$ cat src/pkg/tlbd_pkg.sv
package tlbd_pkg;

	// register indices on the register port
	localparam logic [1:0] TLBD_IDX_CONTROL = 2'h0;
	localparam logic [1:0] TLBD_IDX_BASE = 2'h1;
	localparam logic [1:0] TLBD_IDX_EXT_TOP = 2'h2;
	localparam logic [1:0] TLBD_IDX_FILL = 2'h3;

	// control register bit positions
	localparam int TLBD_CTL_GO = 0;
	localparam int TLBD_CTL_TCAP_EN = 1;
	localparam int TLBD_CTL_TCAP_MAN = 2;
	localparam int TLBD_CTL_RUNNING = 3;
	localparam int TLBD_CTL_BUF_FULL = 4;
	localparam int TLBD_CTL_OVERRUN = 5;
	localparam int TLBD_CTL_SWAP_IRQ = 6;

	// extension and top station register fields
	localparam int TLBD_EXT_LSB = 0;
	localparam int TLBD_TOP_LSB = 8;

	// values after reset
	localparam logic [15:0] TLBD_RST_WORD = 16'h0000;
	localparam logic [7:0] TLBD_RST_BYTE = 8'h00;
	localparam logic [7:0] TLBD_RST_SLOT = 8'h00;

	// widths of the memory side
	localparam int TLBD_ADDR_W = 24;
	localparam int TLBD_DATA_W = 16;

	// bytes per sample, a single word-aligned transfer
	localparam logic [7:0] TLBD_SAMPLE_BYTES = 8'h02;

	// three components per station
	localparam logic [1:0] TLBD_COMPONENTS = 2'h3;

	// clock period in ns, for the bench
	localparam int TLBD_CLK_PERIOD_NS = 8;

	typedef enum logic {
		TLBD_DMA_IDLE,
		TLBD_DMA_BUSY
	} tlbd_dma_e;

endpackage

$ cat src/rtl/tlbd_addr_calc.sv
module tlbd_addr_calc
	import tlbd_pkg::*;
(
	input wire logic [7:0] fill_bytes,
	input wire logic [15:0] base,
	input wire logic [7:0] ext,
	input wire logic [3:0] station,
	input wire logic [1:0] component,
	input wire logic [7:0] slot,
	output logic [3:0] stride_log2,
	output logic [TLBD_ADDR_W-1:0] addr
);

	logic [5:0] channel;
	logic [TLBD_ADDR_W-1:0] slot_offset;
	logic [TLBD_ADDR_W-1:0] chan_offset;

	// smallest power of two not below the fill count; scan from the top so the
	// lowest fitting exponent is the last one written
	always_comb begin
		stride_log2 = 4'h8;
		for (int n = 8; n >= 0; n--) begin
			if ((9'h001 << n) >= {1'b0, fill_bytes}) begin
				stride_log2 = 4'(n);
			end
		end
	end

	// station-then-component order, base address is station 0 component 0
	always_comb begin
		channel = 6'(station * 6'h03) + {4'h0, component};
		chan_offset = {18'h0_0000, channel} << stride_log2;
		slot_offset = {15'h0000, slot, 1'b0};
		addr = {ext, base[15:1], 1'b0} + chan_offset + slot_offset;
	end

endmodule

$ cat src/rtl/tlbd_dma.sv
// Functional notes
// - capture strobe on swap or manual, when enabled
// - every memory write is one aligned word
// - base address bit zero always reads zero
// - fill count reads bytes per channel per buffer
// - channel stride is fill count rounded to power-of-two
// - upper byte reports top station; higher stations ignored
// - three channel buffers per station up to top
// - station zero component zero at base, then ascending
// - padding bytes past filled samples never written
// - external registers copied to working set at a swap with go set
// - buffer full set on completion, clear at start
module tlbd_dma
	import tlbd_pkg::*;
(
	input wire logic clk,
	input wire logic reset,
	// reference pulses from the time source, asynchronous pins
	input wire logic pps_pin,
	input wire logic khz_pin,
	// configuration pins: time slots per buffer and top station code
	input wire logic [6:0] slots_pin,
	input wire logic [3:0] top_station_pin,
	// framed samples, same clock domain
	input wire logic sample_valid,
	input wire logic [3:0] sample_station,
	input wire logic [1:0] sample_component,
	input wire logic [15:0] sample_data,
	// register port, word or byte access
	input wire logic [1:0] reg_index,
	input wire logic reg_wr,
	input wire logic reg_rd,
	input wire logic [1:0] reg_be,
	input wire logic [15:0] reg_wdata,
	output logic [15:0] reg_rdata,
	// memory write port
	output logic dma_req,
	output logic [TLBD_ADDR_W-1:0] dma_addr,
	output logic [TLBD_DATA_W-1:0] dma_data,
	input wire logic dma_ack,
	// time capture and swap request
	output logic time_capture_strobe,
	output logic swap_interrupt_request
);

	typedef struct packed {
		logic [1:0] pps_sync;
		logic pps_last;
		logic [1:0] khz_sync;
		logic khz_last;
		logic [6:0] slots_meta;
		logic [6:0] slots;
		logic [3:0] top_meta;
		logic [3:0] top;
		logic go;
		logic tcap_en;
		logic tcap_man;
		logic running;
		logic buffer_full_flag;
		logic overrun;
		logic swap_irq;
		logic [15:0] ext_base;
		logic [7:0] ext_ext;
		logic [15:0] work_base;
		logic [7:0] work_ext;
		logic [7:0] slot;
		tlbd_dma_e dma_state;
		logic [TLBD_ADDR_W-1:0] dma_addr;
		logic [TLBD_DATA_W-1:0] dma_data;
		logic tcap_strobe;
		logic [15:0] rdata;
	} tlbd_state_s;

	tlbd_state_s state;
	tlbd_state_s next_state;

	logic pps_edge;
	logic khz_edge;
	logic [7:0] fill_bytes;
	logic [3:0] stride_log2;
	logic [TLBD_ADDR_W-1:0] sample_addr;
	logic sample_ok;
	logic [15:0] ctl_word;
	logic [15:0] ext_top_word;
	logic wr_lo;
	logic wr_hi;

	////////////////////////////////////////////////////////////////////////////
	// address generation

	tlbd_addr_calc i_tlbd_addr_calc (
		.fill_bytes(fill_bytes),
		.base(state.work_base),
		.ext(state.work_ext),
		.station(sample_station),
		.component(sample_component),
		.slot(state.slot),
		.stride_log2(stride_log2),
		.addr(sample_addr)
	);

	////////////////////////////////////////////////////////////////////////////
	// decode

	// edges look only at the second sync stage and its delayed copy
	assign pps_edge = state.pps_sync[1] & ~state.pps_last;
	assign khz_edge = state.khz_sync[1] & ~state.khz_last;
	assign fill_bytes = {state.slots, 1'b0};
	assign wr_lo = reg_wr & reg_be[0];
	assign wr_hi = reg_wr & reg_be[1];

	// out-of-range stations, the unused component code and slots past the fill
	// count are dropped, which also keeps the padding untouched
	assign sample_ok = state.running
		& (sample_station <= state.top)
		& (sample_component < TLBD_COMPONENTS)
		& (state.slot < {1'b0, state.slots});

	always_comb begin
		ctl_word = TLBD_RST_WORD;
		ctl_word[TLBD_CTL_GO] = state.go;
		ctl_word[TLBD_CTL_TCAP_EN] = state.tcap_en;
		ctl_word[TLBD_CTL_TCAP_MAN] = state.tcap_man;
		ctl_word[TLBD_CTL_RUNNING] = state.running;
		ctl_word[TLBD_CTL_BUF_FULL] = state.buffer_full_flag;
		ctl_word[TLBD_CTL_OVERRUN] = state.overrun;
		ctl_word[TLBD_CTL_SWAP_IRQ] = state.swap_irq;
		ext_top_word = TLBD_RST_WORD;
		ext_top_word[TLBD_EXT_LSB +: 8] = state.ext_ext;
		ext_top_word[TLBD_TOP_LSB +: 4] = state.top;
	end

	////////////////////////////////////////////////////////////////////////////
	// next state

	always_comb begin
		next_state = state;

		// pins pass two flip-flops before anything reads them
		next_state.pps_sync = {state.pps_sync[0], pps_pin};
		next_state.pps_last = state.pps_sync[1];
		next_state.khz_sync = {state.khz_sync[0], khz_pin};
		next_state.khz_last = state.khz_sync[1];
		next_state.slots_meta = slots_pin;
		next_state.slots = state.slots_meta;
		next_state.top_meta = top_station_pin;
		next_state.top = state.top_meta;

		// register writes; byte lanes honoured so byte access works
		next_state.tcap_strobe = 1'b0;
		if (wr_lo) begin
			unique case (reg_index)
				TLBD_IDX_CONTROL: begin
					next_state.go = reg_wdata[TLBD_CTL_GO];
					next_state.tcap_en = reg_wdata[TLBD_CTL_TCAP_EN];
					next_state.tcap_man = reg_wdata[TLBD_CTL_TCAP_MAN];
					// flags clear by writing zero, as a bit-clear does
					if (!reg_wdata[TLBD_CTL_OVERRUN]) begin
						next_state.overrun = 1'b0;
					end
					if (!reg_wdata[TLBD_CTL_SWAP_IRQ]) begin
						next_state.swap_irq = 1'b0;
					end
				end
				TLBD_IDX_BASE: next_state.ext_base[7:0] = {reg_wdata[7:1], 1'b0};
				TLBD_IDX_EXT_TOP: next_state.ext_ext = reg_wdata[7:0];
				TLBD_IDX_FILL: ;
			endcase
		end
		if (wr_hi && reg_index == TLBD_IDX_BASE) begin
			next_state.ext_base[15:8] = reg_wdata[15:8];
		end

		// manual capture is a one-shot request that clears itself
		if (next_state.tcap_man) begin
			next_state.tcap_man = 1'b0;
			next_state.tcap_strobe = next_state.tcap_en;
		end

		// time slot advance; saturates so late slots land nowhere
		if (khz_edge && state.running && state.slot < {1'b0, state.slots}) begin
			next_state.slot = state.slot + 8'h01;
		end

		// buffer swap: flags set here win over a same-cycle software clear
		if (pps_edge) begin
			next_state.tcap_strobe = next_state.tcap_en;
			next_state.slot = TLBD_RST_SLOT;
			if (state.running || state.go) begin
				next_state.swap_irq = 1'b1;
				next_state.buffer_full_flag = state.running;
			end
			if (state.go) begin
				// go is consumed so an unreloaded set is never reused
				next_state.work_base = state.ext_base;
				next_state.work_ext = state.ext_ext;
				next_state.running = 1'b1;
				next_state.go = 1'b0;
			end else begin
				next_state.running = 1'b0;
			end
		end

		// one outstanding word; a sample while busy and not acked is an overrun and stops
		unique case (state.dma_state)
			TLBD_DMA_IDLE: begin
				if (sample_valid && sample_ok) begin
					next_state.dma_addr = sample_addr;
					next_state.dma_data = sample_data;
					next_state.dma_state = TLBD_DMA_BUSY;
				end
			end
			TLBD_DMA_BUSY: begin
				if (dma_ack) begin
					next_state.dma_state = TLBD_DMA_IDLE;
				end
				if (sample_valid && sample_ok && !dma_ack) begin
					next_state.overrun = 1'b1;
					next_state.running = 1'b0;
					next_state.go = 1'b0;
				end
			end
		endcase

		// read data is registered; unused upper lines read as zero
		if (reg_rd) begin
			unique case (reg_index)
				TLBD_IDX_CONTROL: next_state.rdata = ctl_word;
				TLBD_IDX_BASE: next_state.rdata = state.ext_base;
				TLBD_IDX_EXT_TOP: next_state.rdata = ext_top_word;
				TLBD_IDX_FILL: next_state.rdata = {8'h00, fill_bytes};
			endcase
		end
	end

	////////////////////////////////////////////////////////////////////////////
	// state register

	always_ff @(posedge clk) begin
		if (reset) begin
			state <= '0;
		end else begin
			state <= next_state;
		end
	end

	////////////////////////////////////////////////////////////////////////////
	// outputs

	assign reg_rdata = state.rdata;
	assign dma_req = (state.dma_state == TLBD_DMA_BUSY);
	assign dma_addr = state.dma_addr;
	assign dma_data = state.dma_data;
	assign time_capture_strobe = state.tcap_strobe;
	assign swap_interrupt_request = state.swap_irq;

endmodule

$ cat config.mk
export PLATFORM = sky130hd
export DESIGN_NAME = tlbd_dma
export DESIGN_NICKNAME = d
export VERILOG_FILES = /design/src/pkg/tlbd_pkg.sv /design/src/rtl/tlbd_addr_calc.sv /design/src/rtl/tlbd_dma.sv
export SDC_FILE = /design/constraint.sdc
export NUM_CORES = 1
export LEC_CHECK = 0
export BUFFER_PORTS_ARGS = -buffer_cell sky130_fd_sc_hd__buf_2
export CORE_ASPECT_RATIO = 0.5
export CORE_MARGIN = 4
export CORE_UTILIZATION = 40
export CTS_CLUSTER_SIZE = 16
export DETAILED_ROUTE_END_ITERATION = 10
export RECOVER_POWER = 25
export SYNTH_ARGS = -nofsm -noshare
export SYNTH_HDL_FRONTEND = slang
export SYNTH_SLANG_ARGS = --single-unit
$ cat constraint.sdc
create_clock -name clk -period 7 [get_ports clk]
set_input_delay 1.75 -clock clk [delete_from_list [all_inputs] [get_ports clk]]
set_output_delay 1.75 -clock clk [all_outputs]
set_load 0.005 [all_outputs]
# After elaboration in Yosys (flattened, before gate mapping)
# Index checks and enable logic that the tools add are counted.
# word_totals
regBits	147
input_bits	61
output_inout_bits	59
wordCells	103
# op_classes
add_sub_neg	4
n_mul	1
n_lt_le_gt_ge	11
n_eq_ne	3
shifts	1
n_mux	33
bitwise_logic	10
n_reduce_logical	14
# op_table
cell	n
16-bit one-hot mux with 4 select lines	1
41-bit two-way mux	1
4-bit two-way mux	8
24-bit adder	1
24-bit by 9-bit adder with 24-bit output	1
6-bit by 4-bit left shift with 24-bit output	1
1-bit two-way mux	17
2-bit AND reduction	5
8-bit by 1-bit adder with 8-bit output (second input constant)	1
1-bit by 8-bit >= comparator with 1-bit output (first input constant)	1
2-bit by 8-bit >= comparator with 1-bit output (first input constant)	1
3-bit by 8-bit >= comparator with 1-bit output (first input constant)	1
4-bit by 8-bit >= comparator with 1-bit output (first input constant)	1
5-bit by 8-bit >= comparator with 1-bit output (first input constant)	1
6-bit by 8-bit >= comparator with 1-bit output (first input constant)	1
7-bit by 8-bit >= comparator with 1-bit output (first input constant)	1
8-bit >= comparator (first input constant)	1
8-bit by 7-bit less-than comparator with 1-bit output	1
1-bit AND	7
6-bit by 2-bit adder with 6-bit output	1
4-bit by 2-bit multiplier with 6-bit output (second input constant)	1
2-bit two-way mux	3
3-bit two-way mux	2
1-bit logical AND	5
10 further kinds	13

# Logic depth before layout (Yosys ltp)
# Gate-level depths: netlist (run 1).
# depth
ltp_word	14
depth_mapped	19

# Modules after synthesis
# A second synthesis (run 1) with hierarchy kept.
# unflattened
cells_unflattened	902
area_unflattened_um2	8135.3
# modules_own_cells
mod	instances	cells_per_inst	area_per_inst_um2	seq_area_each_um2
tlbd_dma	1	648	6145.9	2922.8
tlbd_addr_calc	1	254	1989.4	0.0

# Worst setup path before layout (run 1)
# Ideal clock, no wire load.
# synth_timing
path_kind	input -> register
startpoint	input port sample_station[0]
endpoint	register state (netlist bit dma_addr[20])
setup_ns	0.064
arrival_ns	6.091
t_required_ns	6.936
setup_slack_ns	0.845
path_stages	17
path_buffers	0
cell_sequence	fa_1 > ha_1 > fa_1 > a21o_1 > a21o_1 > mux2i_1 > mux2_2 > o32ai_1 > fa_1 > ha_1 > a211o_1 > a31oi_1 > nor3b_1 > o311ai_0 > a21oi_1 > or4_1 > nand4_1
# synth_via
elab_chain_len	6
# synth_rtl
item	line	text
start: declaration	tlbd_dma.sv:26	input wire logic [3:0] sample_station,
branches (longest 6 deep; another with 24-bit adder)	--	
end signal: assignment	tlbd_dma.sv:243	state <= next_state;
end: declaration	tlbd_dma.sv:74	tlbd_state_s state;
# Several ways; the timed one is not identified.
# A chain may end at the register's enable or synchronous reset.

# Worst setup path after layout (run 1)
# Ends and elaborated chain as after synthesis.

==> results of run 1 <==
## Yosys cell counts, types with 4 or more instances
cell type  instances
dfxtp_1          146
nand2_1          107
a21oi_1           74
nor2_1            57
buf_4             56
ha_1              50
nor2b_1           38
mux2i_1           31
clkbuf_1          29
inv_1             26
a22o_1            23
nand3_1           18
o21ai_0           15
nand2b_1          12
xnor2_1           12
fa_1              11
a211oi_1          10
a21o_1            10
nor3_1            10
xor2_1             9
a22oi_1            7
a31oi_1            7
nand4_1            7
o31ai_1            7
nand3b_1           6
or4_1              6
buf_1              5
mux2_2             4
mux4_2             4
o21a_1             4
o32ai_1            4
## worst max-delay path: stages
cell and delay (ns):
buf_2 0.13, fa_1 0.48, ha_1 0.24, fa_1 0.40, xor2_1 0.28, mux2i_1 0.15, mux2_2 0.30, nor2_1 0.13
fa_1 0.49, fa_1 0.47, a21o_1 0.22, a31oi_1 0.23, nor3b_1 0.10, o311ai_0 0.56, a21oi_1 0.16, or4_1 0.49
nand4_1 0.08
## worst max path at each step
| stage | start | end | slack [ns] | cells after the start |
|---|---|---|---|---|
| 2_1_floorplan | sample_station[0] | dma_addr[20] | 0.85 | 17 |
| 3_3_place_gp | sample_station[0] | dma_addr[20] | 0.25 | 18 |
| 3_5_place_dp | sample_station[0] | dma_addr[20] | 0.22 | 18 |
| 4_1_cts | sample_station[0] | dma_addr[20] | 0.65 | 17 |
| 5_1_grt | sample_station[0] | dma_addr[20] | 0.31 | 17 |
| 6_report | sample_station[0] | dma_addr[20] | 0.69 | 17 |
## per-stage QoR
step	instances	utilization (%)
5_1_grt	1179	46.76
3_3_place_gp	1147	43.40
2_1_floorplan	858	-
4_1_cts	1179	46.89
3_5_place_dp	1147	43.40
6_report	1179	46.76
## power by group
part           internal, mW  switching, mW
clock network         0.610          0.391
logic                0.0953          0.134
registers             0.843        0.00976
total                  1.55          0.534
## registers in the layout (all words and copies together) (netlist names)
register                flops
dma_addr                   24
dma_req                     1
fill_bytes                  7
ext_top_word               12
swap_interrupt_request      1
dma_data                   16
reg_rdata                  16
next_state                 15
time_capture_strobe         1
ctl_word                    5
state                      48
## layer usage
layer	vias to the layer above	global-route usage (%)
met2	149	25.35
met1	2791	27.05
li1	3037	-
met3	9	3.812
met5	-	0
met4	0	4.281
## cells by family after synthesis
group                      count (synthesis)
adders and majority gates                 61
xor gates and xnor gates                  21
and+or+nand+nor                          282
DFF                                      146
buffers and inverters                    120
muxes                                     40
AOI/OAI and AO/OA                        181
other                                      1
## cell type report
class	count	area (um2)	area share [%]
multi-input cells	592	4098	47.09
flip-flops and latches	146	2923	33.59
repair buffers	124	610.6	7.017
clock buffers	17	425.4	4.889
well taps	259	324.1	3.724
clock inverters	15	224.0	2.574
inverters	26	97.59	1.121
==> flow_metrics.tcl, run 1 <==
set metrics [dict create \
    period_needed_ns 6.311 \
    timing.hold.ws_ns 0.4359 \
    routed-wl-met3_um 986 \
    fin_tns_setup_ns 0 \
    synth_compound_area_share_pct 15.59 \
    antenna_found_initial 0 \
    fmax_mhz 158.5 \
    postRouteAntennaNets 0 \
    r2r_setup_slack_ns 1.42 \
    synth_cells 852 \
    final_common_cell "dfxtp_1" \
    yosys.area_share.simple_pct 17.86 \
    topRoutingLayerUsed "met4" \
    wl_met1_um 10030 \
    hp-start "next_state[148]" \
    hold_end "next_state[146]" \
    yosysTopAreaCellShare_pct 38.14 \
    clk_latency_ns 0.42 \
    wl_um 19070 \
    numClockSinks 146 \
    relSlewSlack_pct -1.706 \
    vias 5986 \
    die_h_um 105.9 \
    syn_avg_cell_area_um2 8.995 \
    outcome "finished with violations" \
    cap_violations 1 \
    cp.arrival_ns 6.68 \
    htreeDepth 4 \
    ir_worst_vdd_v 0.0001467 \
    fill_cells 1787 \
    worst_pin_slew_ns 1.526 \
    io_buffers 119 \
    setup_viol 0 \
    synthMuxAreaShare_pct 6.155 \
    p_leak_nw 3.667 \
    drv_slew 35 \
    drc 0 \
    postCtsSetupBuffers 0 \
    placed_area_um2 8078 \
    synth_edf_count 0 \
    crit_type "primary input to flop" \
    wl_per_cell_um 16.17 \
    yosysSeqAreaShare_pct 38.14 \
    cts-root-buf "clkbuf_16" \
    mostFrequentLayoutCells "dfxtp_1, nand2_1, buf_2" \
    min_period_over_period_pct 90.16 \
    drive_gt1_share_pct 16.52 \
    ios 120 \
    cts-resized-gates 0 \
    start_kind "primary input" \
    die_width_um 203.8 \
    cts_made_buffers 17 \
    synth_area_um2 7664 \
    dieArea_um2 21570 \
    place_ws_ns 0.2181 \
    grt_overflow_total 0 \
    path_max_fanout 4 \
    fin_total_pwr_mw 2.082 \
    place.gp.congestion 0.8755 \
    wl_met2_um 7906 \
    synth_top_family_by_area "simple AND/OR/NAND/NOR gates" \
    grt_pass1_vias 5685 \
    ys_types 61 \
    violations "max-capacitance violations, max-slew violations" \
    clock-skew-final_ns 0.01105 \
    synth_area_leaders "dfxtp_1, ha_1, buf_4" \
    ys_warn_count 0 \
    yosys.area.top_type "dfxtp_1" \
    diodes 0 \
    ys_ff_latch 146 \
    path_clk_slew_ns 0.07 \
    drtPass1Iterations 5 \
    final_net_count 1029 \
    design.core.area_um2 18610 \
    cts_tree "done" \
    grt_max_degree 96 \
    min_path_type "flop to flop" \
    p_per_area_nw_per_um2 239.3 \
    finalWorstSetupSlack_ns 0.6891 \
    finalHoldViolCount 0 \
    hold_depth 1 \
    rr_worst_depth 17 \
    clockBufferDepth 2 \
    critical_path_required_ns 7.36 \
    async_flop_share_pct 0 \
    dp_hpwl_um 14580 \
    rsz0062_at_grt "no" \
    fin_area_um2 8702 \
    row_count 35 \
    viasPerCell 5.077 \
    start_util_pct 41.18 \
    grt_pass1_wl_um 30550 \
    synth_fa_ha_area_share_pct 11.04 \
    setup.worst_path.end_class "flop" \
    grt_usage_pct 17.76 \
    synth-xor-area-share_pct 2.400 \
    regToRegEndpoint "dma_addr[20]" \
    drt_iter0_drc 325 \
    r2r-start "fill_bytes[5]" \
    cts-hold-fix-buffers 0 \
    synthToLayoutAreaGrowth_pct 13.55 \
    synth_top_flop_cell "dfxtp_1" \
]
(Power assumes the default switching activity.)
==> inputs of run 2 (changes only) <==
- CORE_MARGIN: 4 -> 2
==> run 2 against run 1 <==
  * The run still ends with max-capacitance violations, max-slew violations left
  * Clock skew decreased by 0.0020 ns
  * Sequential power about the same
  * Critical path depth unchanged
  * Critical path type unchanged
  * Global-route usage increased by 1.8 points
  * Clock-buffer cell count unchanged
  * Non-clock buffer count unchanged
  * Worst setup slack got worse by 0.073 ns
  * Final area decreased by 0.76%
  * First-iteration DRC count decreased by 11%
==> flow_metrics.tcl, run 2 (synthesis results as in run 1) <==
set metrics [dict create \
    io_buffers 119 \
    seq_power_share_pct 42.3 \
    fmax_mhz 156.6 \
    dp_hpwl_um 14610 \
    cap_violations 1 \
    final_core_util_pct 46.51 \
    die_width_um 199.8 \
    max_stage_delay_ns 0.57 \
    cp.arrival_ns 6.75 \
    power.switching_mw 0.5423 \
    cts-hold-fix-buffers 0 \
    switching_share_pct 26.88 \
    postRouteAntennaNets 0 \
    violations "max-capacitance violations, max-slew violations" \
    antenna_found_initial 1 \
    mostFrequentLayoutCells "dfxtp_1, nand2_1, buf_2" \
    grt_overflow_total 0 \
    numClockSinks 146 \
    cts_tree "done" \
    grt_usage_pct 19.57 \
    min_period_over_period_pct 91.20 \
    dieArea_um2 20350 \
    largest_register_ffs 48 \
    finalHoldViolCount 0 \
    grt_pass1_vias 5631 \
    relSlewSlack_pct -17.66 \
    path_clk_slew_ns 0.06 \
    wl_um 19410 \
    setup_viol 0 \
    cts-resized-gates 0 \
    drt_iter0_drc 290 \
    grt_pass1_wl_um 30140 \
    outcome "finished with violations" \
    period_needed_ns 6.384 \
    fin_tns_setup_ns 0 \
    busiest_layer "met1" \
    drtPass1Iterations 5 \
    htreeDepth 4 \
    grtUsageMet3_pct 5.446 \
    ios 120 \
    start_util_pct 41.27 \
    final_net_count 1029 \
    wl_per_cell_um 16.46 \
    diodes 0 \
    design.core.area_um2 18570 \
    viasPerCell 5.086 \
    top_register "state" \
    clkPwrFrac_pct 46.1 \
    p_per_area_nw_per_um2 233.6 \
    grt_max_degree 93 \
    ir_worst_vdd_v 0.0001693 \
    worst_pin_slew_ns 1.765 \
    critPathSlowestCell "o311ai_0" \
    min_path_type "flop to flop" \
    final_common_cell "dfxtp_1" \
    drive_gt1_share_pct 15.22 \
    combPwrFrac_pct 11.6 \
    p_leak_nw 3.584 \
    die_h_um 101.9 \
    critical_path_required_ns 7.37 \
    start_kind "primary input" \
    path_max_fanout 4 \
    clock-skew-final_ns 0.009088 \
    grtUsageMet2_pct 28.02 \
    vias 5996 \
    clk_latency_ns 0.43 \
    met1_usage_pct 28.98 \
    cp_cell_sequence "buf_2, fa_1, ha_1, fa_1, xor2_1, mux2i_1, mux2_2, nor2_1, fa_1, fa_1, a21o_1, a31oi_1, nor3b_1, o311ai_0, a21oi_1, or4_1, nand4_1" \
    row_count 35 \
    postCtsSetupBuffers 0 \
    intPower_mw 1.475 \
    place.gp.congestion 0.8833 \
    drc 0 \
    crit_type "primary input to flop" \
    synthToLayoutAreaGrowth_pct 12.69 \
    cts_made_buffers 17 \
    critPathMostFrequentCell "fa_1" \
    drv_slew 38 \
    setup.worst_path.end_class "flop" \
    clockBufferDepth 2 \
    rsz0062_at_grt "no" \
    cts-root-buf "clkbuf_16" \
]
run 2: power groups by stage:
stage	sequential (mW)	combinational (mW)	clock (mW)
global placement	0.872	0.227	0
global route	0.855	0.259	0.989
finish	0.853	0.234	0.930
detailed placement	0.872	0.230	0
floorplan	0.868	0.169	0
CTS	0.853	0.232	0.952
run 2: worst paths after layout:
path,start,endpoint,slack (ns),cells past startpoint
hold reg to reg,next_state[123],ext_top_word[10],0.44,1
setup / recovery,sample_station[0],dma_addr[20],0.62,17
setup reg to reg,fill_bytes[5],dma_addr[20],1.34,17
hold / removal,next_state[123],ext_top_word[10],0.44,1
run 2: layout make-up:
class	count	area, um2
inverter	26	97.59
timing repair buffer	124	594.3
fill	1863	9932
multi-input combinational	592	4100
sequential	146	2923
clock buffer	17	425.4
clock inverter	15	171.4
tap	259	324.1
run 2: per-stage QoR:
stage	total power [mW]	worst slack (ns)	area [um2]	cells	hold slack (ns)
after detailed placement	1.102	0.2293	8080	1147	0.4292
final	2.017	0.6163	8636	1179	0.4389
after global routing	2.103	0.2553	8636	1179	0.4544
after CTS	2.038	0.6806	8677	1179	0.4439
after floorplan	1.036	0.8453	7686	858	0.4138
after global placement	1.099	0.3093	8080	1147	0.4169
run 2: worst max-delay path: cells and delay by family:
| kind | cells | cell delay (ns) |
|---|---|---|
| buffers and inverters | 1 | 0.13 |
| adder cells (fa/ha/maj) | 5 | 2.10 |
| multiplexers | 2 | 0.47 |
| AO/OA/AOI/OAI | 4 | 1.18 |
| XOR/XNOR | 1 | 0.29 |
| AND/OR/NAND/NOR | 4 | 0.83 |
run 2: per-layer routing:
| layer | routed length [um] | share of wire [%] | vias to the layer above |
|---|---|---|---|
| met2 | 7566 | 39 | 170 |
| met5 | 0 | 0 | - |
| li1 | - | - | 3033 |
| met3 | 1223 | 6.3 | 16 |
| met1 | 10400 | 54 | 2777 |
| met4 | 214 | 1.1 | 0 |
